--- src/hdl/tws_pkg.sv ---
/*
  Shared constants and types of the two-wire slave receiver.
  Assumes a single 20 MHz clock domain and byte-wide registers.
*/
package tws_pkg;

  localparam int ADDR_W = 3;

  // Register offsets on the plain register port
  localparam logic [ADDR_W-1:0] REG_OWN  = 3'h0;
  localparam logic [ADDR_W-1:0] REG_CTRL = 3'h1;
  localparam logic [ADDR_W-1:0] REG_STAT = 3'h2;
  localparam logic [ADDR_W-1:0] REG_DATA = 3'h3;
  localparam logic [ADDR_W-1:0] REG_IST  = 3'h4;
  localparam logic [ADDR_W-1:0] REG_IMSK = 3'h5;

  localparam logic [7:0] OWN_RST  = 8'h00;
  localparam logic [7:0] CTRL_RST = 8'h00;
  localparam logic [7:0] DATA_RST = 8'h00;

  // Status codes, prescaler bits zero
  localparam logic [7:0] ST_NONE     = 8'hf8;
  localparam logic [7:0] ST_SLAW     = 8'h60;
  localparam logic [7:0] ST_ARB_SLAW = 8'h68;
  localparam logic [7:0] ST_GCA      = 8'h70;
  localparam logic [7:0] ST_ARB_GCA  = 8'h78;
  localparam logic [7:0] ST_DAT_ACK  = 8'h80;
  localparam logic [7:0] ST_DAT_NAK  = 8'h88;
  localparam logic [7:0] ST_GDAT_ACK = 8'h90;
  localparam logic [7:0] ST_GDAT_NAK = 8'h98;
  localparam logic [7:0] ST_STOP     = 8'ha0;
  localparam logic [1:0] PRESC_MASK  = 2'h3;

  localparam logic [6:0] GEN_CALL_ADDR = 7'h00;
  localparam logic [3:0] BITS_PER_BYTE = 4'h8;

  // Interrupt status / mask bit positions
  localparam int IRQ_W   = 2;
  localparam int IB_FLAG = 0;
  localparam int IB_WAKE = 1;

  typedef struct packed {
    logic iface_interrupt_flag;
    logic acknowledge_enable;
    logic start_request;
    logic stop_request;
    logic write_collision_flag;
    logic iface_enable;
    logic reserved;
    logic iface_interrupt_enable;
  } tws_ctrl_t;

  typedef struct packed {
    logic scl;
    logic sda;
  } tws_pins_t;

  typedef enum logic [2:0] {
    S_IDLE = 3'h0,
    S_ADDR = 3'h1,
    S_ACKA = 3'h3,
    S_WAIT = 3'h2,
    S_DATA = 3'h6,
    S_ACKD = 3'h7,
    S_SKIP = 3'h4
  } tws_state_t;

endpackage

--- src/hdl/tws_slave_rx.sv ---
/*
  Slave receiver of a byte-oriented two-wire serial interface with its
  register file, interrupt status/mask and sleep wake-up.
  Assumes open-drain pins resolved outside, a same-clock master block
  that reports lost arbitration and takes the start request pulse, and
  a power controller that raises sleep_i in the clock-stopped modes.
*/
`timescale 1ns/1ps
// Functional notes
// - Upper seven bits address; LSB enables general call
// - Write direction bit selects slave receive
// - Own address write sets flag and status
// - Lost arbitration entry reports 0x68 or 0x78
// - Acknowledge enable cleared gives NACK next byte
// - Without acknowledge enable, addresses ignored, bus monitored
// - Sleeping device still acknowledges address via bus clock
// - Address in sleep wakes part, clock held
// - Data register undefined after clock-stopped sleep wake
// - 0x60 own address; next byte per enable
// - 0x68 arbitration lost then own address
// - 0x70 general call acknowledged
// - 0x78 arbitration lost then general call
// - 0x80 data acknowledged; software reads, picks ACK
// - 0x88 NACK; clear returns unaddressed, optional start
module tws_slave_rx
  import tws_pkg::*;
(
  input  wire logic              clock_i,
  input  wire logic              rstn_i,
  input  wire logic [ADDR_W-1:0] reg_addr_i,
  input  wire logic [7:0]        reg_wdata_i,
  input  wire logic              reg_wr_i,
  input  wire logic              reg_rd_i,
  output logic      [7:0]        reg_rdata_o,
  input  wire logic              scl_i,
  output logic                   scl_o,
  output logic                   scl_oe_o,
  input  wire logic              sda_i,
  output logic                   sda_o,
  output logic                   sda_oe_o,
  input  wire logic              arb_lost_i,
  input  wire logic              sleep_i,
  output logic                   wake_o,
  output logic                   start_go_o,
  output logic                   irq_o
);

  function automatic logic hit_reg(input logic [ADDR_W-1:0] a,
                                   input logic [ADDR_W-1:0] off);
    hit_reg = (a == off);
  endfunction

  tws_pins_t  lvl;
  tws_pins_t  rise;
  tws_pins_t  fall;
  tws_state_t state_q;
  tws_ctrl_t  ctrl_q;
  logic [7:0] own_q;
  logic [7:0] data_q;
  logic [7:0] code_q;
  logic [1:0] presc_q;
  logic [7:0] shift_q;
  logic [3:0] cnt_q;
  logic       gc_q;
  logic       nak_q;
  logic       arb_q;
  logic       busy_q;
  logic       pend_q;
  logic       go_q;
  logic       wake_q;
  logic       scl_oe_q;
  logic       sda_oe_q;
  logic       low_q;
  logic       irq_q;
  logic [7:0] rdata_q;
  logic [IRQ_W-1:0] ist_q;
  logic [IRQ_W-1:0] imsk_q;

  logic       start_det;
  logic       stop_det;
  logic       byte_done;
  logic       match_own;
  logic       match_gc;
  logic       addr_hit;
  logic       flag_clr;
  logic       ev_set;
  logic [7:0] ev_code;
  logic [IRQ_W-1:0] ist_set;

  tws_sync u_sync (
    .clock_i (clock_i),
    .rstn_i  (rstn_i),
    .pins_i  ('{scl: scl_i, sda: sda_i}),
    .level_o (lvl),
    .rise_o  (rise),
    .fall_o  (fall)
  );

  assign start_det = fall.sda & lvl.scl;
  assign stop_det  = rise.sda & lvl.scl;
  assign byte_done = fall.scl & (cnt_q == BITS_PER_BYTE);

  assign match_own = (shift_q[7:1] == own_q[7:1]);
  assign match_gc  = (shift_q[7:1] == GEN_CALL_ADDR) & own_q[0];
  // Read direction belongs to the transmitter, which is not built here
  assign addr_hit  = ctrl_q.iface_enable & ctrl_q.acknowledge_enable
                   & (match_own | match_gc) & ~shift_q[0];

  assign flag_clr = reg_wr_i & hit_reg(reg_addr_i, REG_CTRL)
                  & reg_wdata_i[7];

  // Events that raise the interface flag and their status codes
  always_comb begin
    ev_set  = 1'b0;
    ev_code = ST_NONE;
    if (state_q == S_ACKA && fall.scl) begin
      ev_set = 1'b1;
      unique case ({gc_q, arb_q})
        2'b00: ev_code = ST_SLAW;
        2'b01: ev_code = ST_ARB_SLAW;
        2'b10: ev_code = ST_GCA;
        2'b11: ev_code = ST_ARB_GCA;
      endcase
    end else if (state_q == S_ACKD && fall.scl) begin
      ev_set = 1'b1;
      unique case ({gc_q, nak_q})
        2'b00: ev_code = ST_DAT_ACK;
        2'b01: ev_code = ST_DAT_NAK;
        2'b10: ev_code = ST_GDAT_ACK;
        2'b11: ev_code = ST_GDAT_NAK;
      endcase
    end else if (state_q == S_DATA && (start_det | stop_det)) begin
      ev_set  = 1'b1;
      ev_code = ST_STOP;
    end
  end

  // Bus-side state machine
  always_ff @(posedge clock_i) begin
    if (!rstn_i) begin
      state_q <= S_IDLE;
      cnt_q   <= '0;
      shift_q <= '0;
      gc_q    <= 1'b0;
      nak_q   <= 1'b0;
    end else if (!ctrl_q.iface_enable) begin
      state_q <= S_IDLE;
      cnt_q   <= '0;
    end else if (start_det) begin
      state_q <= S_ADDR;
      cnt_q   <= '0;
    end else if (stop_det) begin
      state_q <= S_IDLE;
    end else begin
      if (rise.scl && (state_q == S_ADDR || state_q == S_DATA)) begin
        shift_q <= {shift_q[6:0], lvl.sda};
        cnt_q   <= cnt_q + 4'h1;
      end
      unique case (state_q)
        S_IDLE, S_SKIP: ;
        S_ADDR: begin
          if (byte_done) begin
            if (addr_hit) begin
              state_q <= S_ACKA;
              gc_q    <= ~match_own;
            end else begin
              state_q <= S_SKIP;
            end
          end
        end
        S_ACKA: begin
          if (fall.scl) begin
            state_q <= S_WAIT;
          end
        end
        S_WAIT: begin
          if (!ctrl_q.iface_interrupt_flag) begin
            cnt_q   <= '0;
            // After a NACK the slave drops back to unaddressed
            state_q <= nak_q ? S_IDLE : S_DATA;
            nak_q   <= 1'b0;
          end
        end
        S_DATA: begin
          if (byte_done) begin
            state_q <= S_ACKD;
            nak_q   <= ~ctrl_q.acknowledge_enable;
          end
        end
        S_ACKD: begin
          if (fall.scl) begin
            state_q <= S_WAIT;
          end
        end
      endcase
    end
  end

  // Pin drive: acknowledge on SDA, stretch on SCL
  always_ff @(posedge clock_i) begin
    if (!rstn_i) begin
      sda_oe_q <= 1'b0;
      scl_oe_q <= 1'b0;
      low_q    <= 1'b0;
    end else begin
      low_q <= 1'b0;
      if (!ctrl_q.iface_enable || start_det || stop_det) begin
        sda_oe_q <= 1'b0;
      end else if (state_q == S_ADDR && byte_done && addr_hit) begin
        sda_oe_q <= 1'b1;
      end else if (state_q == S_DATA && byte_done) begin
        sda_oe_q <= ctrl_q.acknowledge_enable;
      end else if (fall.scl) begin
        sda_oe_q <= 1'b0;
      end
      // Hold SCL low from an address or data flag edge until software clears it
      scl_oe_q <= ctrl_q.iface_enable & ~stop_det
                & ((ev_set & ev_code != ST_STOP)
                | (scl_oe_q & ctrl_q.iface_interrupt_flag & ~flag_clr));
    end
  end

  // Control, own address, status and data registers
  always_ff @(posedge clock_i) begin
    if (!rstn_i) begin
      ctrl_q  <= CTRL_RST;
      own_q   <= OWN_RST;
      data_q  <= DATA_RST;
      code_q  <= ST_NONE;
      presc_q <= '0;
    end else begin
      if (reg_wr_i && hit_reg(reg_addr_i, REG_CTRL)) begin
        ctrl_q.acknowledge_enable     <= reg_wdata_i[6];
        ctrl_q.start_request          <= reg_wdata_i[5];
        ctrl_q.stop_request           <= reg_wdata_i[4];
        ctrl_q.iface_enable           <= reg_wdata_i[2];
        ctrl_q.iface_interrupt_enable <= reg_wdata_i[0];
      end
      if (reg_wr_i && hit_reg(reg_addr_i, REG_OWN)) begin
        own_q <= reg_wdata_i;
      end
      if (reg_wr_i && hit_reg(reg_addr_i, REG_STAT)) begin
        presc_q <= reg_wdata_i[1:0] & PRESC_MASK;
      end
      // A write while the flag is low collides with the transfer
      if (reg_wr_i && hit_reg(reg_addr_i, REG_DATA)) begin
        ctrl_q.write_collision_flag <= ~ctrl_q.iface_interrupt_flag;
        if (ctrl_q.iface_interrupt_flag) begin
          data_q <= reg_wdata_i;
        end
      end
      // Only received data bytes and data writes with the flag set load it;
      // an address seen while asleep leaves stale contents behind
      if (state_q == S_DATA && byte_done) begin
        data_q <= shift_q;
      end
      // A new event wins over a clear in the same cycle
      if (ev_set) begin
        ctrl_q.iface_interrupt_flag <= 1'b1;
        code_q                      <= ev_code;
      end else if (flag_clr) begin
        ctrl_q.iface_interrupt_flag <= 1'b0;
        code_q                      <= ST_NONE;
      end
      ctrl_q.reserved <= 1'b0;
    end
  end

  // Lost arbitration, bus busy and the deferred start request
  always_ff @(posedge clock_i) begin
    if (!rstn_i) begin
      arb_q  <= 1'b0;
      busy_q <= 1'b0;
      pend_q <= 1'b0;
      go_q   <= 1'b0;
    end else begin
      if (arb_lost_i) begin
        arb_q <= 1'b1;
      end else if (stop_det || ev_set) begin
        arb_q <= 1'b0;
      end
      if (start_det) begin
        busy_q <= 1'b1;
      end else if (stop_det) begin
        busy_q <= 1'b0;
      end
      go_q <= 1'b0;
      if (state_q == S_WAIT && nak_q && flag_clr
          && reg_wdata_i[5]) begin
        pend_q <= 1'b1;
      end else if (pend_q && !busy_q && !start_det) begin
        pend_q <= 1'b0;
        go_q   <= 1'b1;
      end
    end
  end

  // Wake the part when addressed in a clock-stopped sleep mode
  always_ff @(posedge clock_i) begin
    if (!rstn_i) begin
      wake_q <= 1'b0;
    end else begin
      wake_q <= sleep_i & (state_q == S_ADDR) & byte_done
              & addr_hit;
    end
  end

  // Sticky interrupt status, write one to clear, set wins
  assign ist_set[IB_FLAG] = ev_set;
  assign ist_set[IB_WAKE] = wake_q;

  always_ff @(posedge clock_i) begin
    if (!rstn_i) begin
      ist_q  <= '0;
      imsk_q <= '0;
      irq_q  <= 1'b0;
    end else begin
      if (reg_wr_i && hit_reg(reg_addr_i, REG_IMSK)) begin
        imsk_q <= reg_wdata_i[IRQ_W-1:0];
      end
      if (reg_wr_i && hit_reg(reg_addr_i, REG_IST)) begin
        ist_q <= (ist_q & ~reg_wdata_i[IRQ_W-1:0]) | ist_set;
      end else begin
        ist_q <= ist_q | ist_set;
      end
      irq_q <= |(ist_q & imsk_q);
    end
  end

  // Read data stand for exactly one cycle after the strobe
  always_ff @(posedge clock_i) begin
    if (!rstn_i) begin
      rdata_q <= '0;
    end else if (!reg_rd_i) begin
      rdata_q <= '0;
    end else begin
      unique case (reg_addr_i)
        REG_OWN:  rdata_q <= own_q;
        REG_CTRL: rdata_q <= ctrl_q;
        REG_STAT: rdata_q <= {code_q[7:2], presc_q};
        REG_DATA: rdata_q <= data_q;
        REG_IST:  rdata_q <= 8'(ist_q);
        REG_IMSK: rdata_q <= 8'(imsk_q);
        default:  rdata_q <= '0;
      endcase
    end
  end

  assign reg_rdata_o = rdata_q;
  assign scl_o       = low_q;
  assign sda_o       = low_q;
  assign scl_oe_o    = scl_oe_q;
  assign sda_oe_o    = sda_oe_q;
  assign wake_o      = wake_q;
  assign start_go_o  = go_q;
  assign irq_o       = irq_q;

endmodule

--- src/hdl/tws_sync.sv ---
/*
  Two-flop synchroniser with edge detection for the bus pins.
  Assumes the pins are asynchronous to clock_i; edges are judged only
  from the second flop onward.
*/
`timescale 1ns/1ps
module tws_sync
  import tws_pkg::*;
(
  input  wire logic      clock_i,
  input  wire logic      rstn_i,
  input  wire tws_pins_t pins_i,
  output tws_pins_t      level_o,
  output tws_pins_t      rise_o,
  output tws_pins_t      fall_o
);

  tws_pins_t meta_q;
  tws_pins_t sync_q;
  tws_pins_t last_q;

  // Idle bus level is high, so reset to ones to avoid a false edge
  always_ff @(posedge clock_i) begin
    if (!rstn_i) begin
      meta_q <= '1;
      sync_q <= '1;
      last_q <= '1;
    end else begin
      meta_q <= pins_i;
      sync_q <= meta_q;
      last_q <= sync_q;
    end
  end

  assign level_o = sync_q;
  assign rise_o  = sync_q & ~last_q;
  assign fall_o  = ~sync_q & last_q;

endmodule

--- config.mk ---
export PLATFORM = sky130hd
export DESIGN_NAME = tws_slave_rx
export DESIGN_NICKNAME = d
export VERILOG_FILES = /design/src/hdl/tws_pkg.sv /design/src/hdl/tws_slave_rx.sv /design/src/hdl/tws_sync.sv
export SDC_FILE = /design/constraint.sdc
export NUM_CORES = 1
export LEC_CHECK = 0
export BUFFER_PORTS_ARGS = -buffer_cell sky130_fd_sc_hd__buf_4
export CAP_MARGIN = 30
export CORE_MARGIN = 4
export CORE_UTILIZATION = 63
export CTS_CLUSTER_SIZE = 28
export DETAILED_ROUTE_END_ITERATION = 6
export MAX_ROUTING_LAYER = met4
export PLACE_DENSITY = 0.92
export SYNTH_ARGS = -nofsm -noshare
export SYNTH_HDL_FRONTEND = slang
export SYNTH_SLANG_ARGS = --single-unit
--- constraint.sdc ---
create_clock -name clock_i -period 3.4 [get_ports clock_i]
set_input_delay 0 -clock clock_i [delete_from_list [all_inputs] [get_ports clock_i]]
set_output_delay 0 -clock clock_i [all_outputs]
set_load 0.03 [all_outputs]
==> results_tabular.tex, run 1 <==
\begin{tabular}{lr}
\hline
Metric & Value \\
\hline
\multicolumn{2}{l}{\textbf{Status}} \\
\quad Outcome & finished, final reports clean \\
\multicolumn{2}{l}{\textbf{Synth}} \\
\quad Dominant cell type by area after synthesis & sky130\_fd\_sc\_hd\_\_dfxtp\_1 \\
\quad Synth area leaders & sky130\_fd\_sc\_hd\_\_dfxtp\_1 42\%, sky130\_fd\_sc\_hd\_\_mux2i\_1 9.9\%, sky130\_fd\_sc\_hd\_\_nor2b\_1 4.9\% \\
\quad Fraction of the mapped netlist area in compound gates & 15.90\% \\
\quad Distinct cell type count of the synthesized netlist & 61 \\
\quad Register area share after synthesis & 42.40\% \\
\quad Xor-xnor portion of the synthesized cell area & 2.287\% \\
\quad Simple-gate portion of the synthesized area & 23.59\% \\
\quad Leading cell type by number of instances after synthesis & sky130\_fd\_sc\_hd\_\_dfxtp\_1 \\
\quad Post-synth ARST share & 0\% \\
\quad List of most frequent post-synthesis cells & 73 x sky130\_fd\_sc\_hd\_\_dfxtp\_1, 44 x sky130\_fd\_sc\_hd\_\_nand2\_1, 34 x sky130\_fd\_sc\_hd\_\_mux2i\_1, 27 x sky130\_fd\_sc\_hd\_\_nor2b\_1, 23 x sky130\_fd\_sc\_hd\_\_nor2\_1 \\
\quad Synthesized netlist cell count & 381 \\
\quad Number of flops mapped to enable cells by yosys & 0 \\
\quad \#FFs+latches synth & 73 \\
\quad Adder-cell share of the synthesized area & 0.7260\% \\
\quad Average size of a mapped cell & 9.047 um2 \\
\quad Top flip-flop cell by instance count after synthesis & sky130\_fd\_sc\_hd\_\_dfxtp\_1 \\
\quad Synth top area share & 42.40\% \\
\quad Synth warn & 0 \\
\quad Netlist area before placement & 3447 um2 \\
\quad Main combinational cell family by area after synthesis & simple AND/OR/NAND/NOR gates \\
\quad Mux cell area share after synthesis & 10.85\% \\
\multicolumn{2}{l}{\textbf{Power}} \\
\quad Total power density per cell area & 417.8 nW/um2 \\
\quad Total leakage power & 1.574 nW \\
\quad Worst supply voltage drop on vdd & 340.0 uV \\
\multicolumn{2}{l}{\textbf{Timing}} \\
\quad Setup violators final & 0 \\
\quad Transition time at the pin with the least slew margin & 0.9092 ns \\
\quad Final worst path period need & 2.088 ns \\
\quad RSZ-0062 raised after global routing & no \\
\quad Slew Limit Fails & 0 \\
\quad Final critical-path setup slack & 1.312 ns \\
\quad Share of the clock period used by the worst path & 61.42\% \\
\quad Worst hold margin & 0.02166 ns \\
\quad Clock skew after layout & 0.008509 ns \\
\quad Remaining max-slew budget at the tightest pin & 39.23\% \\
\quad Final hold violation count & 0 \\
\quad Final sum of negative setup slack & 0 ns \\
\quad Fmax & 478.9 MHz \\
\multicolumn{2}{l}{\textbf{Drt}} \\
\quad Via-per-instance ratio & 5.860 \\
\quad Average detailed-routed wire length per instance & 16.32 um \\
\quad Detailed-router iteration count before antenna repair & 4 \\
\quad Remaining antenna violation count after routing & 0 \\
\quad Vias after detailed routing & 2842 \\
\quad DRC marker count from the first detailed-route iteration & 341 \\
\quad Final WL & 7913 um \\
\quad DRC violations left & 0 \\
\multicolumn{2}{l}{\textbf{Worst setup path}} \\
\quad Startpoint of the worst register-to-register path & cnt\_q[0]\$\_SDFFE\_PP0N\_ \\
\quad Critical path data required time & 3.68 ns \\
\quad Number of cell instances on the worst register-to-register path & 7 \\
\quad Arrival time worst endpoint & 2.37 ns \\
\quad Startpoint type of the worst setup path & flip-flop \\
\quad Maximum fanout along the worst path & 18 \\
\quad Number of buffers and inverters on the critical path & 1 \\
\quad Gate family responsible for the most delay along the worst path & simple AND/OR/NAND/NOR gates \\
\quad Minimum setup slack among reg-to-reg paths & 1.31 ns \\
\quad End of the worst register-to-register path & nak\_q\$\_SDFFE\_PN0P\_ \\
\quad Cells along the critical path & inv\_1 -> ha\_1 -> and3b\_1 -> and2\_0 -> nand2\_1 -> or3\_1 -> a21boi\_1 \\
\quad Start-to-end type of the worst setup path & flip-flop to flip-flop \\
\quad Biggest cell delay along the critical path & 0.46 ns \\
\quad Logic depth of the worst setup path including buffers & 7 \\
\quad Slowest-stage cell, CP & sky130\_fd\_sc\_hd\_\_or3\_1 \\
\quad Endpoint kind of the worst setup timing path & flip-flop \\
\multicolumn{2}{l}{\textbf{Final layout}} \\
\quad Fraction of final layout cells sized beyond drive strength 1 & 13.73\% \\
\quad Final cell area excluding filler cells & 3973 um2 \\
\quad Final standard cell utilization of the core & 76.32\% \\
\quad Total Nets Final & 431 \\
\quad Number of diodes & 0 \\
\quad Area growth from synthesis to layout & 15.25\% \\
\multicolumn{2}{l}{\textbf{Global routing}} \\
\quad Number of global-route vias before repair & 2785 \\
\quad Maximum number of pins on one net before global-route repair & 61 \\
\quad Remaining global-route overflow & 0 \\
\quad Initial antenna violation count & 0 \\
\quad First-pass GRT wire length & 13250 um \\
\quad Global-route total usage across every layer & 26.82\% \\
\multicolumn{2}{l}{\textbf{Floorplan}} \\
\quad Std cell rows & 26 \\
\quad Total die area & 6719 um2 \\
\quad Floorplan core area & 5205 um2 \\
\quad Initial Util & 66.23\% \\
\quad \# IOs & 34 \\
\quad Die Span X & 81.97 um \\
\quad Height of the die & 81.97 um \\
\multicolumn{2}{l}{\textbf{Placement}} \\
\quad DP Area & 3647 um2 \\
\quad Count of port buffers added during placement & 31 \\
\quad Placed wire-length estimate & 5284 um \\
\quad DP Worst Slack & 1.372 ns \\
\quad Final Wtd Congestion & 0.9235 \\
\multicolumn{2}{l}{\textbf{Clock tree}} \\
\quad Clock sink count & 73 \\
\quad Clock root cell & sky130\_fd\_sc\_hd\_\_clkbuf\_8 \\
\quad CTS tree & done \\
\quad Clock H-tree levels & 3 \\
\quad Num CTS Buffers & 9 \\
\quad Clock transition at the registers of the reported paths & 0.07 ns \\
\quad Clock latency on the worst-skew pair & 0.35 ns \\
\quad CTS-repair resized insts & 0 \\
\quad Max Root-Sink Buffers & 2 \\
\multicolumn{2}{l}{\textbf{Run}} \\
\quad Max-capacitance violation count & 0 \\
\multicolumn{2}{l}{\textbf{Min path}} \\
\quad Hold WC Path Type & input pin to flip-flop \\
\quad Hold Crit Start & reg\_addr\_i[2] \\
\quad Endpoint of the worst hold path & reg\_rdata\_o[2]\$\_SDFF\_PN0\_ \\
\quad Hold Path Cell Cnt & 2 \\
\hline
\end{tabular}
[power breakdown]
part           switching [mW]  internal, mW
combinational          0.0616        0.0539
clock                   0.318         0.353
sequential            0.00833         0.865
total                   0.388          1.27
[how the worst max path moves through the flow]
stage	start	end
6_report	cnt_q[0]$_SDFFE_PP0N_	nak_q$_SDFFE_PN0P_
3_3_place_gp	cnt_q[0]$_SDFFE_PP0N_	nak_q$_SDFFE_PN0P_
5_1_grt	cnt_q[0]$_SDFFE_PP0N_	nak_q$_SDFFE_PN0P_
4_1_cts	cnt_q[0]$_SDFFE_PP0N_	nak_q$_SDFFE_PN0P_
3_5_place_dp	cnt_q[0]$_SDFFE_PP0N_	nak_q$_SDFFE_PN0P_
2_1_floorplan	cnt_q[0]$_SDFFE_PP0N_	data_q[6]$_SDFFE_PN0P_
[kinds of logic after synthesis]
| kind of cell | count (synthesis) |
|---|---|
| buf+inv | 32 |
| other cells | 1 |
| compound gates | 77 |
| simple gates | 150 |
| xor+xnor | 9 |
| flops | 73 |
| mux | 37 |
| fa+ha+maj | 2 |
[worst register-to-register path, delay by kind of cell (launching register included)]
family,cells,cell delay [ns]
compound gates,1,0.14
fa+ha+maj,1,0.14
buf+inv,1,0.09
flops,1,0.33
simple gates,4,1.32
[placed cells by master (no fill, tap or decap), drive strengths merged, types with 7 or more instances in the layout]
| cell type | count |
|---|---|
| a21boi | 12 |
| a21oi | 16 |
| buf | 31 |
| clkbuf | 10 |
| dfxtp | 73 |
| dlygate4sd3 | 13 |
| mux2i | 34 |
| nand2 | 44 |
| nand3 | 7 |
| nor2 | 24 |
| nor2b | 28 |
| o211a | 8 |
| o21ai | 14 |
| xnor2 | 7 |
[per-stage QoR]
step | total power [mW] | instances
detailed placement | 0.9936 | 456
CTS | 1.660 | 485
global placement | 0.9908 | 456
global route | 1.713 | 485
floorplan | 0.9605 | 382
finish | 1.660 | 485
[sequential cells by signal, summed over array words and instances, names as in the netlist, 3 cells and up]
| signal | cells |
|---|---|
| shift_q | 8 |
| code_q | 5 |
| ctrl_q | 7 |
| data_q | 8 |
| cnt_q | 4 |
| state_q | 3 |
| own_q | 8 |
| reg_rdata_o | 8 |
[final cells by class]
type,count,area [um2]
Inverter,5,18.77
Timing Repair Buffer,44,362.8
Fill cell,382,1232
Tap cell,70,87.58
Sequential cell,73,1461
Clock buffer,10,137.6
Multi-Input combinational cell,277,1847
Clock inverter,6,57.56
[repair_timing]
| item | in CTS | in global routing |
|---|---|---|
| hold endpoints to repair | 22 | 0 |
| hold buffers | 13 | 0 |
| setup buffers | 0 | 0 |
| endpoints found under the setup margin | 0 | 0 |
[routing by layer]
| layer | wire length (um) | global-route usage (%) | up-vias |
|---|---|---|---|
| met3 | 492 | 4.386 | 21 |
| met4 | 230 | 14.29 | 0 |
| li1 | - | - | 1398 |
| met5 | 0 | - | - |
| met2 | 3749 | 41.20 | 99 |
| met1 | 3440 | 33.79 | 1324 |
No activity file was read; power rests on OpenSTA's default activity.
==> run 2, diff against run 1 <==
--- a/config.mk
+++ b/config.mk
@@ -8,11 +8,11 @@
 export BUFFER_PORTS_ARGS = -buffer_cell sky130_fd_sc_hd__buf_4
 export CAP_MARGIN = 30
 export CORE_MARGIN = 4
-export CORE_UTILIZATION = 63
+export CORE_UTILIZATION = 53
 export CTS_CLUSTER_SIZE = 28
 export DETAILED_ROUTE_END_ITERATION = 6
 export MAX_ROUTING_LAYER = met4
-export PLACE_DENSITY = 0.92
+export PLACE_DENSITY = 0.84
 export SYNTH_ARGS = -nofsm -noshare
 export SYNTH_HDL_FRONTEND = slang
 export SYNTH_SLANG_ARGS = --single-unit
==> constraint.sdc (replaced) <==
create_clock -name clock_i -period 1.9 [get_ports clock_i]
set_input_delay 0 -clock clock_i [delete_from_list [all_inputs] [get_ports clock_i]]
set_output_delay 0 -clock clock_i [all_outputs]
set_load 0.03 [all_outputs]
==> run 2 against run 1 <==
Net effect: sequential power up 79%; first-iteration DRC count down 24%; core utilization down 11 points; largest cell class unchanged; register-to-register slack worse by 1.2 ns.
==> results_tabular.tex, run 2 (same netlist as run 1, synthesis figures left out) <==
\begin{tabular}{lr}
\hline
Metric & Value \\
\hline
\multicolumn{2}{l}{\textbf{Global routing}} \\
\quad Initial antenna violation count & 0 \\
\quad Global-route total usage across every layer & 23.96\% \\
\quad Remaining global-route overflow & 0 \\
\quad Number of global-route vias before repair & 2886 \\
\quad Maximum number of pins on one net before global-route repair & 43 \\
\quad First-pass GRT wire length & 14110 um \\
\multicolumn{2}{l}{\textbf{Drt}} \\
\quad Final WL & 8625 um \\
\quad DRC violations left & 0 \\
\quad Via-per-instance ratio & 5.892 \\
\quad Remaining antenna violation count after routing & 0 \\
\quad Average detailed-routed wire length per instance & 16.98 um \\
\quad Vias after detailed routing & 2993 \\
\quad DRC marker count from the first detailed-route iteration & 258 \\
\quad Detailed-router iteration count before antenna repair & 5 \\
\multicolumn{2}{l}{\textbf{Worst setup path}} \\
\quad Critical path data required time & 2.17 ns \\
\quad Startpoint type of the worst setup path & flip-flop \\
\quad Endpoint kind of the worst setup timing path & flip-flop \\
\quad Startpoint of the worst setup timing path & state\_q[1]\$\_SDFFE\_PP0P\_ \\
\quad Maximum fanout along the worst path & 15 \\
\quad Startpoint of the worst register-to-register path & state\_q[1]\$\_SDFFE\_PP0P\_ \\
\quad Arrival time worst endpoint & 2.07 ns \\
\quad Start-to-end type of the worst setup path & flip-flop to flip-flop \\
\multicolumn{2}{l}{\textbf{Power}} \\
\quad Total leakage power & 1.678 nW \\
\quad Relative contribution of sequential cells to total power & 47.9\% \\
\quad Switch Pwr & 706.2 uW \\
\quad Total power density per cell area & 783.8 nW/um2 \\
\quad Worst supply voltage drop on vdd & 554.5 uV \\
\quad Power Internal & 2.556 mW \\
\quad Total power & 3.263 mW \\
\quad Portion of total power attributed to combinational logic & 6.7\% \\
\quad Proportion of power drawn by the clock network & 45.5\% \\
\quad Fraction of power spent switching nets & 21.64\% \\
\multicolumn{2}{l}{\textbf{Clock tree}} \\
\quad Clock transition at the registers of the reported paths & 0.08 ns \\
\quad Clock sink count & 73 \\
\quad Clock H-tree levels & 3 \\
\quad CTS tree & done \\
\quad Num CTS Buffers & 9 \\
\quad Post-CTS setup-driven buffer insertion count & 0 \\
\quad Clock latency on the worst-skew pair & 0.34 ns \\
\quad Clock root cell & sky130\_fd\_sc\_hd\_\_clkbuf\_8 \\
\quad Max Root-Sink Buffers & 2 \\
\multicolumn{2}{l}{\textbf{Timing}} \\
\quad Final worst path period need & 1.797 ns \\
\quad Setup violators final & 0 \\
\quad Worst hold margin & 0.03615 ns \\
\quad Share of the clock period used by the worst path & 94.59\% \\
\quad Final critical-path setup slack & 0.1027 ns \\
\quad Fmax & 556.4 MHz \\
\quad RSZ-0062 raised after global routing & no \\
\quad Slew Limit Fails & 0 \\
\quad Final sum of negative setup slack & 0 ns \\
\quad Clock skew after layout & 0.01141 ns \\
\quad Final hold violation count & 0 \\
\multicolumn{2}{l}{\textbf{Final layout}} \\
\quad Storage element area & 1461 um2 \\
\quad Most used cells in the layout excluding fill and tap cells & 73 x sky130\_fd\_sc\_hd\_\_dfxtp\_1, 46 x sky130\_fd\_sc\_hd\_\_buf\_4, 44 x sky130\_fd\_sc\_hd\_\_nand2\_1 \\
\quad Area of combinational cells with multiple inputs & 1847 um2 \\
\quad Number of diodes & 0 \\
\quad Area growth from synthesis to layout & 20.76\% \\
\quad Total Nets Final & 447 \\
\quad \# fillers & 490 \\
\quad Fraction of final layout cells sized beyond drive strength 1 & 16.71\% \\
\quad Most common cell after layout, fill and taps aside & sky130\_fd\_sc\_hd\_\_dfxtp\_1 \\
\multicolumn{2}{l}{\textbf{Placement}} \\
\quad DP Worst Slack & 0.1360 ns \\
\quad Count of port buffers added during placement & 31 \\
\quad Final Wtd Congestion & 0.8763 \\
\quad Placed wire-length estimate & 5809 um \\
\multicolumn{2}{l}{\textbf{Floorplan}} \\
\quad Initial Util & 54.29\% \\
\quad Height of the die & 88.65 um \\
\quad \# IOs & 34 \\
\quad Std cell rows & 29 \\
\quad Die Span X & 88.65 um \\
\quad Floorplan core area & 6350 um2 \\
\quad Total die area & 7858 um2 \\
\multicolumn{2}{l}{\textbf{Status}} \\
\quad Outcome & finished, final reports clean \\
\multicolumn{2}{l}{\textbf{Run}} \\
\quad Max-capacitance violation count & 0 \\
\multicolumn{2}{l}{\textbf{Min path}} \\
\quad Hold WC Path Type & input pin to flip-flop \\
\quad Hold Crit Start & reg\_wr\_i \\
\hline
\end{tabular}
## run 2: cell types whose count changed in the layout (fill, tap and decap cells not counted), sizes merged
cell / delta
buf: +16
bufinv: +2
clkinv: -3
clkbuf: +1
## run 2: power by group through the flow
stage	Sequential, mW	Combinational (mW)	Clock, mW
final	1.56	0.218	1.48
after floorplan	1.60	0.123	0
after detailed placement	1.60	0.192	0
after global placement	1.60	0.189	0
after CTS	1.56	0.215	1.50
after global routing	1.56	0.237	1.56
## run 2: per-stage QoR
| stage | std cells | util [%] | cell area, um2 |
|---|---|---|---|
| 6_report | 508 | 65.56 | 4163 |
| 5_1_grt | 508 | 65.56 | 4163 |
| 4_1_cts | 508 | 65.56 | 4163 |
| 3_5_place_dp | 479 | 59.67 | 3789 |
| 3_3_place_gp | 479 | 59.67 | 3789 |
| 2_1_floorplan | 382 | - | 3451 |
## run 2: repair_timing
action	4_1_cts	5_1_grt
hold endpoints to repair	21	0
endpoints found under the setup margin	0	0
gates resized for setup	0	0
hold buffers	13	0
## run 2: final timing paths
kind | end | slack, ns | cells past startpoint
worst max-delay path | cnt_q[3]$_SDFFE_PP0N_ | 0.10 | 4
worst min-delay path | ctrl_q[3]$_SDFFE_PN0P_ | 0.04 | 3
worst max register to register | cnt_q[3]$_SDFFE_PP0N_ | 0.10 | 4
worst min register to register | u_sync.level_o[1]$_SDFF_PN1_ | 0.42 | 1
## run 2: critical path: stages (launching register included)
cell	delay, ns
sky130_fd_sc_hd__dfxtp_1	0.63
sky130_fd_sc_hd__and3b_1	0.33
sky130_fd_sc_hd__o211ai_1	0.23
sky130_fd_sc_hd__or3_1	0.41
sky130_fd_sc_hd__a21oi_1	0.14
## run 2: cell type report
cell class	instances	area share, %
Multi-Input combinational cell	277	44.36
Sequential cell	73	35.11
Timing Repair Buffer	60	11.90
Clock buffer	11	3.396
Clock inverter	5	2.465
Tap cell	77	2.314
Inverter	5	0.4509
## run 2: metal layers
metal / up-vias / wire (um) / share of wire [%] / track usage (%)
met2: 106 / 4223 / 49 / 37.31
met1: 1426 / 3709 / 43 / 30.13
li1: 1436 / - / - / -
met5: - / 0 / 0 / -
met4: 0 / 209 / 2.4 / 11.13
met3: 25 / 482 / 5.6 / 4.190
